$ cat config.mk
export PLATFORM = sky130hd
export DESIGN_NAME = lcdk_driver
export DESIGN_NICKNAME = d
export VERILOG_FILES = /design/src/lcdk_driver.v
export VERILOG_INCLUDE_DIRS = /design/src
export SDC_FILE = /design/constraint.sdc
export NUM_CORES = 1
export LEC_CHECK = 0
export BUFFER_PORTS_ARGS = -buffer_cell sky130_fd_sc_hd__clkbuf_2
export CORE_AREA = 10 10 191 193
export CTS_BUF_LIST = sky130_fd_sc_hd__clkbuf_16
export DETAILED_ROUTE_END_ITERATION = 10
export DIE_AREA = 0 0 201 203
export PLACE_DENSITY = 0.61
export SYNTH_ARGS = -nofsm -noshare
export SYNTH_HDL_FRONTEND = slang
export SYNTH_SLANG_ARGS = --single-unit
$ cat constraint.sdc
create_clock -name clk -period 16.85 [get_ports clk]
set_input_delay 3.37 -clock clk [delete_from_list [all_inputs] [get_ports clk]]
set_output_delay 3.37 -clock clk [all_outputs]
set_load 0.02 [all_outputs]
$ cat src/lcdk_defs.vh
// Constants for the segment display driver with key matrix scan
`ifndef LCDK_DEFS_VH
`define LCDK_DEFS_VH

// Clock rates in Hz
`define LCDK_CLK_HZ        125000000
`define LCDK_BASE_HZ       32768

// Same two rates at the width of the base clock accumulator
`define LCDK_BASE_STEP     28'h000_8000
`define LCDK_CLK_WRAP      28'h773_5940

// Frame frequencies in Hz, per duty and per speed setting
`define LCDK_F2_SLOW       16
`define LCDK_F2_TYP        32
`define LCDK_F2_FAST       64
`define LCDK_F3_SLOW       21
`define LCDK_F3_TYP        42
`define LCDK_F3_FAST       85
`define LCDK_F4_SLOW       16
`define LCDK_F4_TYP        32
`define LCDK_F4_FAST       64
`define LCDK_F5_SLOW       25
`define LCDK_F5_TYP        51
`define LCDK_F5_FAST       102

// Scan slots per common per frame
`define LCDK_SCAN_FACTOR   2

// Speed settings of the frame frequency option
`define LCDK_SPEED_SLOW    2'h0
`define LCDK_SPEED_TYP     2'h1
`define LCDK_SPEED_FAST    2'h2
`define LCDK_SPEED_UNUSED  2'h3

// Bias settings
`define LCDK_BIAS_HALF     1'b0
`define LCDK_BIAS_THIRD    1'b1

// Transfer kinds
`define LCDK_XFER_DECODE   2'h0
`define LCDK_XFER_BLANK    2'h1
`define LCDK_XFER_RAW      2'h2

// Digit decoder patterns, bit 0 is line A, bit 7 is line H
`define LCDK_DIG0          8'hbf
`define LCDK_DIG1          8'h86
`define LCDK_DIG2          8'hdb
`define LCDK_DIG3          8'hcf
`define LCDK_DIG4          8'he6
`define LCDK_DIG5          8'hed
`define LCDK_DIG6          8'hfd
`define LCDK_DIG7          8'h87
`define LCDK_DIG8          8'hff
`define LCDK_DIG9          8'hef
`define LCDK_DIG_NONE      8'h00
`define LCDK_LINE_F        5

// Flag clear operand of the key halt release request
`define LCDK_CLR_KEY_REQ   8'h20

// Panel geometry
`define LCDK_NUM_SEG       27
`define LCDK_NUM_COM       5
`define LCDK_NUM_KEY_COL   12

`endif

$ cat src/lcdk_driver.v
// Segment display driver with strobed latches, duty multiplexer and key matrix scan
//
// How it works
// Software sets unused port C pins to output before relying on key scan.
// A key return input going high during a scan raises the request flag.
// Request with enable already set raises start condition and releases halt.
// Key return levels are captured into the port C latch after each scan.
// Flag clear with operand 20h clears the key halt release request flag.
// Scan rate is frame rate times commons times two, one per slot.
// Reset forces all latches lit or unlit, held until a transfer changes them.
// Duty 2..5 with half bias, duty 3..5 with third bias, fixed at build.
// Frame timing is divided down from a 32768 Hz base clock.
// Half duty frames at 16, 32 or 64 Hz; unused option stops alternation.
// Third duty frames at 21, 42 or 85 Hz.
// Quarter duty frames at 16, 32 or 64 Hz.
// Fifth duty frames at 25, 51 or 102 Hz.
// Any segment pin may be a static push-pull or high-side open-drain output.
// Static outputs keep their value in stop mode and with display off.
// Decoder maps digits 0 to 4 to fixed patterns, A to F to zero.
// Decoder maps digits 5 to 9 to fixed patterns.
// Line F for digit 7 is a build option.
// Latch select field picks one strobe that loads the selected latches.
// Multiplexer steps stored latches onto segment pins per configured duty.
// Each segment pin holds five latches, one per common slot.
// Thirty-two strobes, numbered 0h to 1Fh.
// Blanking transfer forces all lines low when the source is zero.
// Display off and on blank or restore outputs without touching latches.
// A common counter steps through the commons and flips polarity each half frame.
`include "lcdk_defs.vh"
`timescale 1ns/10ps
`default_nettype none

module lcdk_driver #(
    parameter integer DUTY        = 5,                  // Number of commons, 2 to 5
    parameter         BIAS        = `LCDK_BIAS_THIRD,   // Bias option
    parameter [1:0]   SPEED       = `LCDK_SPEED_TYP,    // Frame frequency option
    parameter         F_ON_SEVEN  = 1'b1,               // Line F for digit 7
    parameter         RESET_LIT   = 1'b0,               // Latches loaded lit by reset
    parameter [26:0]  STATIC_MASK = 27'h000_0000,       // Pins used as static outputs
    parameter [26:0]  OPEN_DRAIN  = 27'h000_0000        // Static pins of open-drain type
) (
    input  wire        clk,                        // System clock, 125 MHz
    input  wire        rst,                        // Asynchronous reset, active high
    input  wire        xfer_valid,                 // Display transfer instruction pulse
    input  wire [1:0]  xfer_kind,                  // Decoded, blanking or raw transfer
    input  wire [7:0]  xfer_data,                  // Raw lines, or digit in low nibble
    input  wire [4:0]  latch_select_field,         // Strobe number of the transfer
    input  wire        display_off_instruction,    // Blank the panel pulse
    input  wire        display_on_instruction,     // Restore the panel pulse
    input  wire        stop_mode,                  // Processor in stop state
    input  wire        flag_clear_instruction,     // Flag clear pulse
    input  wire [7:0]  flag_clear_operand,         // Operand of the flag clear
    input  wire        key_halt_release_enable,    // Halt release enable flag
    input  wire        start_flag_clear,           // Clears the start condition flag
    input  wire        halted,                     // Processor is in halt mode
    input  wire [11:0] scan_column_outputs,        // Columns driven high in scan slots
    input  wire [3:0]  key_return_inputs,          // Key return pins, pulled low
    output reg  [4:0]  com_select,                 // Selected common, one-hot, all zero while the panel is dark
    output reg         frame_phase,                // Drive polarity of this half frame
    output reg  [26:0] seg_out,                    // Segment pin output value
    output reg  [26:0] seg_oe_n,                   // Segment pin output enable, low drives
    output reg         scan_active,                // Key scan interval in progress
    output reg  [3:0]  port_c,                     // Latched key return levels
    output reg         key_halt_release_request,   // Key halt release request flag
    output reg         key_start_condition_flag,   // Key start condition flag
    output reg         halt_release                // Halt release pulse
);

    // Frame rate of the configured duty and speed
    localparam integer FRAME_HZ =
        (DUTY == 2) ? ((SPEED == `LCDK_SPEED_SLOW) ? `LCDK_F2_SLOW :
                       (SPEED == `LCDK_SPEED_FAST) ? `LCDK_F2_FAST : `LCDK_F2_TYP) :
        (DUTY == 3) ? ((SPEED == `LCDK_SPEED_SLOW) ? `LCDK_F3_SLOW :
                       (SPEED == `LCDK_SPEED_FAST) ? `LCDK_F3_FAST : `LCDK_F3_TYP) :
        (DUTY == 4) ? ((SPEED == `LCDK_SPEED_SLOW) ? `LCDK_F4_SLOW :
                       (SPEED == `LCDK_SPEED_FAST) ? `LCDK_F4_FAST : `LCDK_F4_TYP) :
                      ((SPEED == `LCDK_SPEED_SLOW) ? `LCDK_F5_SLOW :
                       (SPEED == `LCDK_SPEED_FAST) ? `LCDK_F5_FAST : `LCDK_F5_TYP);

    // Base ticks per common slot; one scan interval per slot
    localparam integer SLOT_TICKS =
        `LCDK_BASE_HZ / (FRAME_HZ * DUTY * `LCDK_SCAN_FACTOR);
    localparam [9:0]  SLOT_LAST  = SLOT_TICKS[9:0] - 10'h001;
    localparam [2:0]  COM_LAST   = DUTY[2:0] - 3'h1;
    localparam [4:0]  LATCH_INIT = RESET_LIT ? 5'h1f : 5'h00;
    localparam [26:0] ALL_ZERO   = 27'h000_0000;

    // Only the documented duty and bias pairs alternate; other pairs build but stay idle
    localparam LEGAL_OPTION = (DUTY >= 2) && (DUTY <= 5) &&
                              ((BIAS == `LCDK_BIAS_HALF) || (DUTY >= 3));

    // Digit decoder; unmapped codes give a dark digit
    function [7:0] decode_digit;
        input [3:0] value;
        begin
            case (value)
                4'h0:    decode_digit = `LCDK_DIG0;
                4'h1:    decode_digit = `LCDK_DIG1;
                4'h2:    decode_digit = `LCDK_DIG2;
                4'h3:    decode_digit = `LCDK_DIG3;
                4'h4:    decode_digit = `LCDK_DIG4;
                4'h5:    decode_digit = `LCDK_DIG5;
                4'h6:    decode_digit = `LCDK_DIG6;
                4'h7:    decode_digit = `LCDK_DIG7 | ({7'h00, F_ON_SEVEN} << `LCDK_LINE_F);
                4'h8:    decode_digit = `LCDK_DIG8;
                4'h9:    decode_digit = `LCDK_DIG9;
                default: decode_digit = `LCDK_DIG_NONE;
            endcase
        end
    endfunction

    // Base clock enable by fractional accumulation, exact on average
    reg  [26:0] base_acc;
    wire [27:0] base_sum  = {1'b0, base_acc} + `LCDK_BASE_STEP;
    wire        base_wrap = (base_sum >= `LCDK_CLK_WRAP);
    wire [27:0] base_rem  = base_sum - `LCDK_CLK_WRAP;
    reg         base_tick;

    always @(posedge clk or posedge rst) begin
        if (rst) begin
            base_acc  <= 27'h000_0000;
            base_tick <= 1'b0;
        end else if (base_wrap) begin
            base_acc  <= base_rem[26:0];
            base_tick <= 1'b1;
        end else begin
            base_acc  <= base_sum[26:0];
            base_tick <= 1'b0;
        end
    end

    // Slot timing: tick counter, common counter, polarity
    reg  [9:0] slot_cnt;
    reg  [2:0] com_idx;
    reg        phase;
    wire       alternate = LEGAL_OPTION && (SPEED != `LCDK_SPEED_UNUSED);
    wire       slot_end  = base_tick && alternate && (slot_cnt == SLOT_LAST);
    wire       in_scan   = alternate && (slot_cnt == SLOT_LAST);

    always @(posedge clk or posedge rst) begin
        if (rst) begin
            slot_cnt <= 10'h000;
            com_idx  <= 3'h0;
            phase    <= 1'b0;
        end else if (slot_end) begin
            slot_cnt <= 10'h000;
            if (com_idx == COM_LAST) begin
                com_idx <= 3'h0;
                phase   <= ~phase;
            end else begin
                com_idx <= com_idx + 3'h1;
            end
        end else if (base_tick && alternate) begin
            slot_cnt <= slot_cnt + 10'h001;
        end
    end

    // Data lines of the current transfer
    reg [7:0] next_lines;

    always @* begin
        case (xfer_kind)
            `LCDK_XFER_RAW:   next_lines = xfer_data;
            `LCDK_XFER_BLANK: next_lines = (xfer_data[3:0] == 4'h0) ? 8'h00 :
                                           decode_digit(xfer_data[3:0]);
            default:          next_lines = decode_digit(xfer_data[3:0]);
        endcase
    end

    // One strobe of thirty-two, from the latch select field
    wire [31:0] latch_strobe = xfer_valid ? (32'h0000_0001 << latch_select_field)
                                          : 32'h0000_0000;

    // Lighting latches: pin p, slot c loads line c on strobe p
    reg [4:0] seg_latch [0:26];
    integer   p;

    always @(posedge clk or posedge rst) begin
        if (rst) begin
            for (p = 0; p < `LCDK_NUM_SEG; p = p + 1) begin
                seg_latch[p] <= LATCH_INIT;
            end
        end else begin
            for (p = 0; p < `LCDK_NUM_SEG; p = p + 1) begin
                if (latch_strobe[p]) begin
                    seg_latch[p] <= next_lines[4:0];
                end
            end
        end
    end

    // Display on state; off keeps the latches so updates show on return
    reg display_on;

    always @(posedge clk or posedge rst) begin
        if (rst) begin
            display_on <= 1'b1;
        end else if (display_off_instruction) begin
            display_on <= 1'b0;
        end else if (display_on_instruction) begin
            display_on <= 1'b1;
        end
    end

    // Key return sampling; a low before the scan and a high in it is a press
    reg  [3:0] key_prev;
    wire       key_rise  = in_scan && base_tick && |(key_return_inputs & ~key_prev);
    wire       clear_req = flag_clear_instruction &&
                           (flag_clear_operand == `LCDK_CLR_KEY_REQ);
    wire       start_set = key_rise && key_halt_release_enable;

    // Pins not used for keys are assumed driven by software, so no floating input
    always @(posedge clk or posedge rst) begin
        if (rst) begin
            key_prev <= 4'h0;
            port_c   <= 4'h0;
        end else if (base_tick) begin
            key_prev <= key_return_inputs;
            if (slot_end) begin
                port_c <= key_return_inputs;
            end
        end
    end

    // Flags; a set in the cycle of its clear wins
    always @(posedge clk or posedge rst) begin
        if (rst) begin
            key_halt_release_request <= 1'b0;
            key_start_condition_flag <= 1'b0;
            halt_release             <= 1'b0;
        end else begin
            if (key_rise) begin
                key_halt_release_request <= 1'b1;
            end else if (clear_req) begin
                key_halt_release_request <= 1'b0;
            end
            if (start_set) begin
                key_start_condition_flag <= 1'b1;
            end else if (start_flag_clear) begin
                key_start_condition_flag <= 1'b0;
            end
            halt_release <= start_set && halted;
        end
    end

    // Pin drive, built combinationally and registered once
    reg [26:0] next_seg_out;
    reg [26:0] next_seg_oe_n;
    reg [4:0]  next_com;
    reg        panel_live;
    reg        static_val;
    integer    s;

    always @* begin
        next_seg_out  = ALL_ZERO;
        next_seg_oe_n = ALL_ZERO;
        next_com      = 5'h00;
        panel_live    = display_on && !stop_mode && alternate;
        static_val    = 1'b0;
        if (panel_live) begin
            next_com = 5'h01 << com_idx;
        end
        for (s = 0; s < `LCDK_NUM_SEG; s = s + 1) begin
            if (STATIC_MASK[s]) begin
                // Static pins use slot 0 and ignore stop and display off
                static_val       = seg_latch[s][0];
                next_seg_out[s]  = static_val;
                next_seg_oe_n[s] = OPEN_DRAIN[s] ? ~static_val : 1'b0;
            end else if (s < `LCDK_NUM_KEY_COL && in_scan && !stop_mode) begin
                // Scan slot borrows the column pins; idle columns float
                next_seg_out[s]  = scan_column_outputs[s];
                next_seg_oe_n[s] = ~scan_column_outputs[s];
            end else if (panel_live) begin
                next_seg_out[s]  = seg_latch[s][com_idx] ^ phase;
            end
        end
    end

    // Registered outputs
    always @(posedge clk or posedge rst) begin
        if (rst) begin
            com_select  <= 5'h00;
            frame_phase <= 1'b0;
            seg_out     <= ALL_ZERO;
            seg_oe_n    <= ALL_ZERO;
            scan_active <= 1'b0;
        end else begin
            com_select  <= next_com;
            frame_phase <= phase;
            seg_out     <= next_seg_out;
            seg_oe_n    <= next_seg_oe_n;
            scan_active <= in_scan && !stop_mode;
        end
    end

endmodule // lcdk_driver

`default_nettype wire

==> flow_metrics.py, run 1 <==
metrics = {
    "clock_tree": {
        "cts_max_level": 1,
        "clk_path_buf_depth": 3,
        "root_buffer": "clkbuf_16",
        "cts_sinks": 229,
        "cts_made_buffers": 26,
        "path_clk_slew_ns": 0.06,
        "worstSkewPairLatency_ns": 0.52,
        "cts_tree": "built",
        "postCtsSetupRepairBufs": 0,
        "cts-hold-fix-buffers": 0,
        "cts_resized": 0,
    },
    "timing": {
        "period_needed_ns": 5.45,
        "maxSlewHeadroom_pct": 27.7,
        "max_freq_ghz": 0.184,
        "setup_viol": 0,
        "tns_ns": 0,
        "final.setup_skew_ns": 0.0117,
        "final_max_slew_viol_count": 0,
        "rsz0062_at_grt": "no",
        "hold_viol": 0,
        "worstMarginPinSlew_ns": 1.08,
        "fin_crit_sh_pct": 32.3,
    },
    "detailed_routing": {
        "drt-pass1-iter-count": 5,
        "via_count": 8106,
        "drt-total-wl_mm": 26.0,
        "antenna_left": 0,
        "drc": 0,
        "drt-initial-drc-count": 658,
        "avgViaCountPerCell": 4.96,
        "wl_per_cell_um": 15.9,
    },
    "status": {
        "outcome": "finished clean",
    },
    "worst_setup_path": {
        "endpoint_kind": "flop",
        "cp-start-kind": "input port",
        "required_ns": 17.22,
        "worstSetupPathType": "input port to flop",
        "cp_max_fo": 15,
        "crit_arrival_ns": 5.81,
    },
    "synth": {
        "synthMostInstantiatedCell": "dfrtp_1",
        "avgSynthCellArea_um2": 9.97,
        "synthTopCellsByCount": "dfrtp_1, nand2_1, nor2_1, o21ai_0, a21oi_1",
        "synth-edff-count": 0,
        "synthFlopType": "dfrtp_1",
        "synth_top_area_share_pct": 52.2,
        "yosysWarnings": 0,
        "ys_top_cells_by_area": "dfrtp_1, nand2_1, o21ai_0",
        "syn_area_mm2": 0.0109,
        "synth-seq-cells": 229,
        "yosysUniqueCellTypes": 70,
        "yosys.area.top_type": "dfrtp_1",
        "ys_async_sr_fraction_pct": 100,
        "yosysSeqAreaShare_pct": 52.4,
        "synth_cells": 1097,
    },
    "global_routing": {
        "gr-usage-all-layers_pct": 12.5,
        "grt_pass1_vias": 7832,
        "antenna_found_initial": 0,
        "grt_pass1_wl_mm": 42.8,
        "grt.overflow.total": 0,
        "grt_max_degree": 112,
    },
    "floorplan": {
        "rows": 66,
        "dieWidth_um": 201,
        "die_h_um": 203,
        "die_area_mm2": 0.0408,
        "boundaryPins": 117,
        "initial_utilization_pct": 33.7,
        "core_area_mm2": 0.0325,
    },
    "pwr": {
        "p_leak_nw": 5.67,
        "p_total_mw": 1.35,
        "ir_worst_vdd_uv": 80.7,
        "powerDensity_mw_per_mm2": 107,
    },
    "final_layout": {
        "finalNetCount": 1240,
        "layout-drive-gt1-share_pct": 16.4,
        "areaGrowthSynthToFinish_pct": 15.2,
        "antenna_cells": 0,
    },
    "hold_path": {
        "hold_class": "flop to flop",
    },
    "place": {
        "gp_congestion": 0.798,
        "io_buffers": 98,
        "dp_hpwl_mm": 17.0,
    },
    "flow_run": {
        "cap_violations": 0,
    },
}
## worst paths after layout
| check | start | to | slack, ns | cells past startpoint |
|---|---|---|---|---|
| max | xfer_data[0] | seg_latch[53] | 11.40 | 9 |
| min | phase | frame_phase | 0.39 | 0 |
| max reg2reg | base_acc[15] | base_acc[21] | 13.72 | 7 |
| min reg2reg | phase | frame_phase | 0.39 | 0 |
| max in group asynchronous | rst | seg_out[5] | 11.97 | 4 |
| min in group asynchronous | rst | base_acc[11] | 2.90 | 2 |
## power breakdown
| group | switching, mW | total (mW) | internal, mW |
|---|---|---|---|
| combinational | 0.0980 | 0.168 | 0.0698 |
| sequential | 0.0352 | 0.656 | 0.621 |
| clock | 0.215 | 0.531 | 0.316 |
| total | 0.348 | 1.35 | 1.01 |
## cell type report
class	count	area, µm²
Tap cell	442	553
Clock inverter	18	129
Sequential cell	229	5730
Inverter	29	116
Multi-Input combinational cell	782	4850
Timing Repair Buffer	106	551
Clock buffer	27	676
Fill cell	3163	19800
## state kept, by name (all words and copies together) (netlist names), 3 cells and up
| register | count |
|---|---|
| seg_latch | 135 |
| com_select | 5 |
| seg_out | 27 |
| port_c | 4 |
| com_idx | 3 |
| key_prev | 4 |
| base_acc | 21 |
| slot_cnt | 10 |
| seg_oe_n | 12 |
## placed cells by master (no fill, tap or decap), types with 5 or more instances in the layout
cell type / Yosys / layout
a22oi_1: 15 / 15
nor3_1: 15 / 14
nand2_1: 137 / 137
mux2_2: 20 / 20
and3_1: 12 / 12
xor2_1: 23 / 23
o22ai_1: 15 / 15
xnor2_1: 26 / 26
ha_1: 17 / 17
clkbuf_2: 1 / 98
nand4_1: 9 / 9
nand3_1: 25 / 25
nand2b_1: 8 / 8
conb_1: 1 / 15
mux4_2: 15 / 15
o21ai_0: 100 / 100
clkbuf_16: 0 / 27
inv_1: 29 / 39
and2_1: 11 / 11
a221oi_1: 5 / 5
dfrtp_1: 228 / 226
nor2_1: 130 / 130
mux2i_1: 27 / 27
buf_4: 15 / 8
a21oi_1: 80 / 76
## metrics by stage
stage	util [%]	cells	instance area [µm²]	hold slack, ns	setup WS (ns)
global placement	36.4	1588	11800	0.368	10.80
floorplan	-	1111	11000	0.352	7.21
global route	38.8	1633	12600	0.405	11.14
CTS	38.8	1633	12600	0.399	11.32
detailed placement	36.4	1588	11800	0.384	10.75
finish	38.8	1633	12600	0.390	11.40
## per-layer routing
layer / global-route usage [%] / part of all wire (%)
met2: 19.4 / 45
met3: 2.20 / 4.8
met4: 3.19 / 2.2
met5: 0 / 0
met1: 17.7 / 48
## worst max-delay path, cell delays in order
cell      delay, ns
clkbuf_2       0.12
inv_1          0.10
ha_1           0.19
or3b_2         0.44
a21oi_1        0.18
nand2b_1       0.22
o21ai_0        0.25
a21oi_2        0.72
o21ai_0        0.20
## cells by family (layout without fill, tap and decap cells)
| logic type | count (synthesis) | count (layout) | synth area share [%] |
|---|---|---|---|
| compound gates | 256 | 256 | 13.9 |
| xor+xnor | 49 | 49 | 3.92 |
| fa+ha+maj | 17 | 17 | 1.94 |
| buf+inv | 100 | 180 | 4.29 |
| flops | 229 | 229 | 52.4 |
| mux | 62 | 62 | 7.62 |
| other cells | 1 | 15 | 0.0343 |
| simple gates | 383 | 383 | 15.9 |
No activity file was read; power rests on OpenSTA's default activity.
==> run 2: changes to the inputs <==
- clock period: 16.85 -> 5.1 ns (I/O delays scaled with it)
==> run 2 against run 1 <==
Net effect:
- count of clock-buffer cells in the layout stayed put
- worst hold slack gained 0.087 ns
- global-route usage up 0.20 points
- sequential share of layout area is essentially flat
- final cell count increased by 0.31%
- combinational power grew to 3.3 times the previous value
- flip-flop and latch count stayed put
- core utilization about the same
- largest power group unchanged
==> flow_metrics.py, run 2 (synthesis gave the netlist of run 1 again) <==
metrics = {
    "pwr": {
        "ir_worst_vdd_uv": 228,
        "p_leak_nw": 5.67,
        "intPower_mw": 3.29,
        "powerDensity_mw_per_mm2": 353,
        "p_comb_share_pct": 12.6,
        "seq_power_share_pct": 48.6,
        "p_total_mw": 4.45,
        "clock_power_share_pct": 38.9,
        "switching_share_pct": 26.2,
        "p_sw_mw": 1.17,
    },
    "floorplan": {
        "dieWidth_um": 201,
        "die_h_um": 203,
        "rows": 66,
        "die_area_mm2": 0.0408,
        "core_area_mm2": 0.0325,
        "boundaryPins": 117,
        "initial_utilization_pct": 33.7,
    },
    "worst_setup_path": {
        "crit-reg2reg-launch": "base_acc[15]",
        "r2r-end": "base_acc[21]",
        "endpoint": "base_acc[21]",
        "reg2reg_depth": 7,
        "worstSetupPathType": "flop to flop",
        "endpoint_kind": "flop",
        "cp_max_fo": 25,
        "cp-start-kind": "flop",
        "slowest_stage": "nand2_1",
        "path_cells": "ha_1 -> a21oi_1 -> o311ai_0 -> o31ai_2 -> nand2_1 -> o21ai_1 -> a21o_1",
        "crit_arrival_ns": 3.61,
        "cp-startpoint": "base_acc[15]",
        "reg2reg_slack_ns": 1.91,
        "required_ns": 5.52,
        "cpPeakStageDelay_ns": 0.66,
        "timing.critical_path.buf_inv": 0,
        "cp_top_family": "compound AO/OA/AOI/OAI gates",
        "crit_cells": 7,
    },
    "detailed_routing": {
        "avgViaCountPerCell": 4.95,
        "drc": 0,
        "drt-initial-drc-count": 601,
        "drt-pass1-iter-count": 8,
        "wl_per_cell_um": 16.1,
        "antenna_left": 0,
        "via_count": 8109,
        "drt-total-wl_mm": 26.4,
    },
    "place": {
        "io_buffers": 98,
        "gp_congestion": 0.759,
        "pre_cts_slack_ns": 1.49,
        "placed_area_mm2": 0.0118,
        "dp_hpwl_mm": 17.3,
    },
    "timing": {
        "hold_viol": 0,
        "setup_viol": 0,
        "final.setup_skew_ns": 0.0218,
        "rsz0062_at_grt": "no",
        "final_max_slew_viol_count": 0,
        "tns_ns": 0,
        "worst_slack_ns": 1.91,
        "fin_crit_sh_pct": 62.5,
        "worstMarginPinSlew_ns": 1.10,
        "maxSlewHeadroom_pct": 26.6,
        "max_freq_ghz": 0.314,
        "hold_slack_ns": 0.476,
        "period_needed_ns": 3.19,
    },
    "final_layout": {
        "antenna_cells": 0,
        "top_regs": "seg_latch x135, seg_out x27, base_acc x21",
        "largest_reg_flops": 135,
        "regMostFlops": "seg_latch",
        "design_area_mm2": 0.0126,
        "layout-drive-gt1-share_pct": 16.6,
        "finalNetCount": 1242,
        "final_cell_mix": "dfrtp_1, nand2_1, nor2_1, o21ai_0, clkbuf_2",
        "areaGrowthSynthToFinish_pct": 15.3,
        "layout_commonest_cell": "dfrtp_1",
    },
    "clock_tree": {
        "postCtsSetupRepairBufs": 0,
        "clk_path_buf_depth": 3,
        "path_clk_slew_ns": 0.06,
        "cts_resized": 0,
        "root_buffer": "clkbuf_16",
        "cts_max_level": 1,
        "worstSkewPairLatency_ns": 0.53,
        "cts_made_buffers": 26,
        "cts_sinks": 229,
        "cts-hold-fix-buffers": 0,
        "cts_tree": "built",
    },
    "global_routing": {
        "use_met2_pct": 19.8,
        "grtUsageMet1_pct": 17.7,
        "gr-usage-all-layers_pct": 12.7,
        "grt_pass1_wl_mm": 43.4,
        "grt_pass1_vias": 7939,
        "grt_max_degree": 113,
        "antenna_found_initial": 0,
        "grt.overflow.total": 0,
        "grt.busiest_layer": "met2",
        "use_met3_pct": 2.37,
    },
    "hold_path": {
        "whs_path_depth": 2,
        "hold_class": "flop to flop",
    },
    "flow_run": {
        "cap_violations": 0,
    },
    "status": {
        "outcome": "finished clean",
    },
}
-- run 2: cell count changes in the layout (fill, tap and decap cells not counted) --
cell,change
o21ai_2,+1
a21oi_2,-1
bufinv_16,-1
clkinv_1,+4
buf_12,+2
clkinv_4,-1
inv_6,+1
clkinv_2,+5
o21ai_4,-1
inv_1,-4
inv_8,-1
a21oi_1,+1
-- run 2: how the worst min path moves through the flow --
stage / from / end / slack (ns)
6_report: seg_latch[133] / seg_latch[133] / 0.48
4_1_cts: seg_latch[48] / seg_latch[48] / 0.48
5_1_grt: seg_latch[80] / seg_latch[80] / 0.50
3_3_place_gp: seg_latch[52] / seg_latch[52] / 0.46
2_1_floorplan: phase / frame_phase / 0.35
3_5_place_dp: seg_latch[48] / seg_latch[48] / 0.47
-- run 2: worst register-to-register path: cells and delay by family, from the launching register on --
kind | cells | cell delay (ns)
flops | 1 | 0.63
fa+ha+maj | 1 | 0.47
compound gates | 5 | 1.32
simple gates | 1 | 0.66
-- run 2: cell type report --
class,instances,area [µm²]
multi-input cells,782,4830
inverters,29,113
flip-flops and latches,229,5730
clock buffers,27,676
well taps,442,553
fillers,3190,19800
clock inverters,21,116
repair buffers,108,591
-- run 2: layer usage --
metal,share of wire [%],wire length [µm]
met2,44,11600
met5,0,0
met4,2.3,609
met1,48,12800
met3,5.4,1420
-- run 2: power groups by stage --
stage / combinational [mW] / clock (mW) / sequential [mW]
2_1_floorplan: 0.411 / 0 / 2.18
3_3_place_gp: 0.548 / 0 / 2.19
3_5_place_dp: 0.565 / 0 / 2.19
4_1_cts: 0.567 / 1.78 / 2.16
5_1_grt: 0.640 / 1.85 / 2.19
6_report: 0.559 / 1.73 / 2.16
-- run 2: stage by stage --
stage / utilization (%) / std cells
2_1_floorplan: - / 1111
3_3_place_gp: 36.4 / 1590
3_5_place_dp: 36.4 / 1590
4_1_cts: 38.9 / 1638
5_1_grt: 38.9 / 1638
6_report: 38.9 / 1638
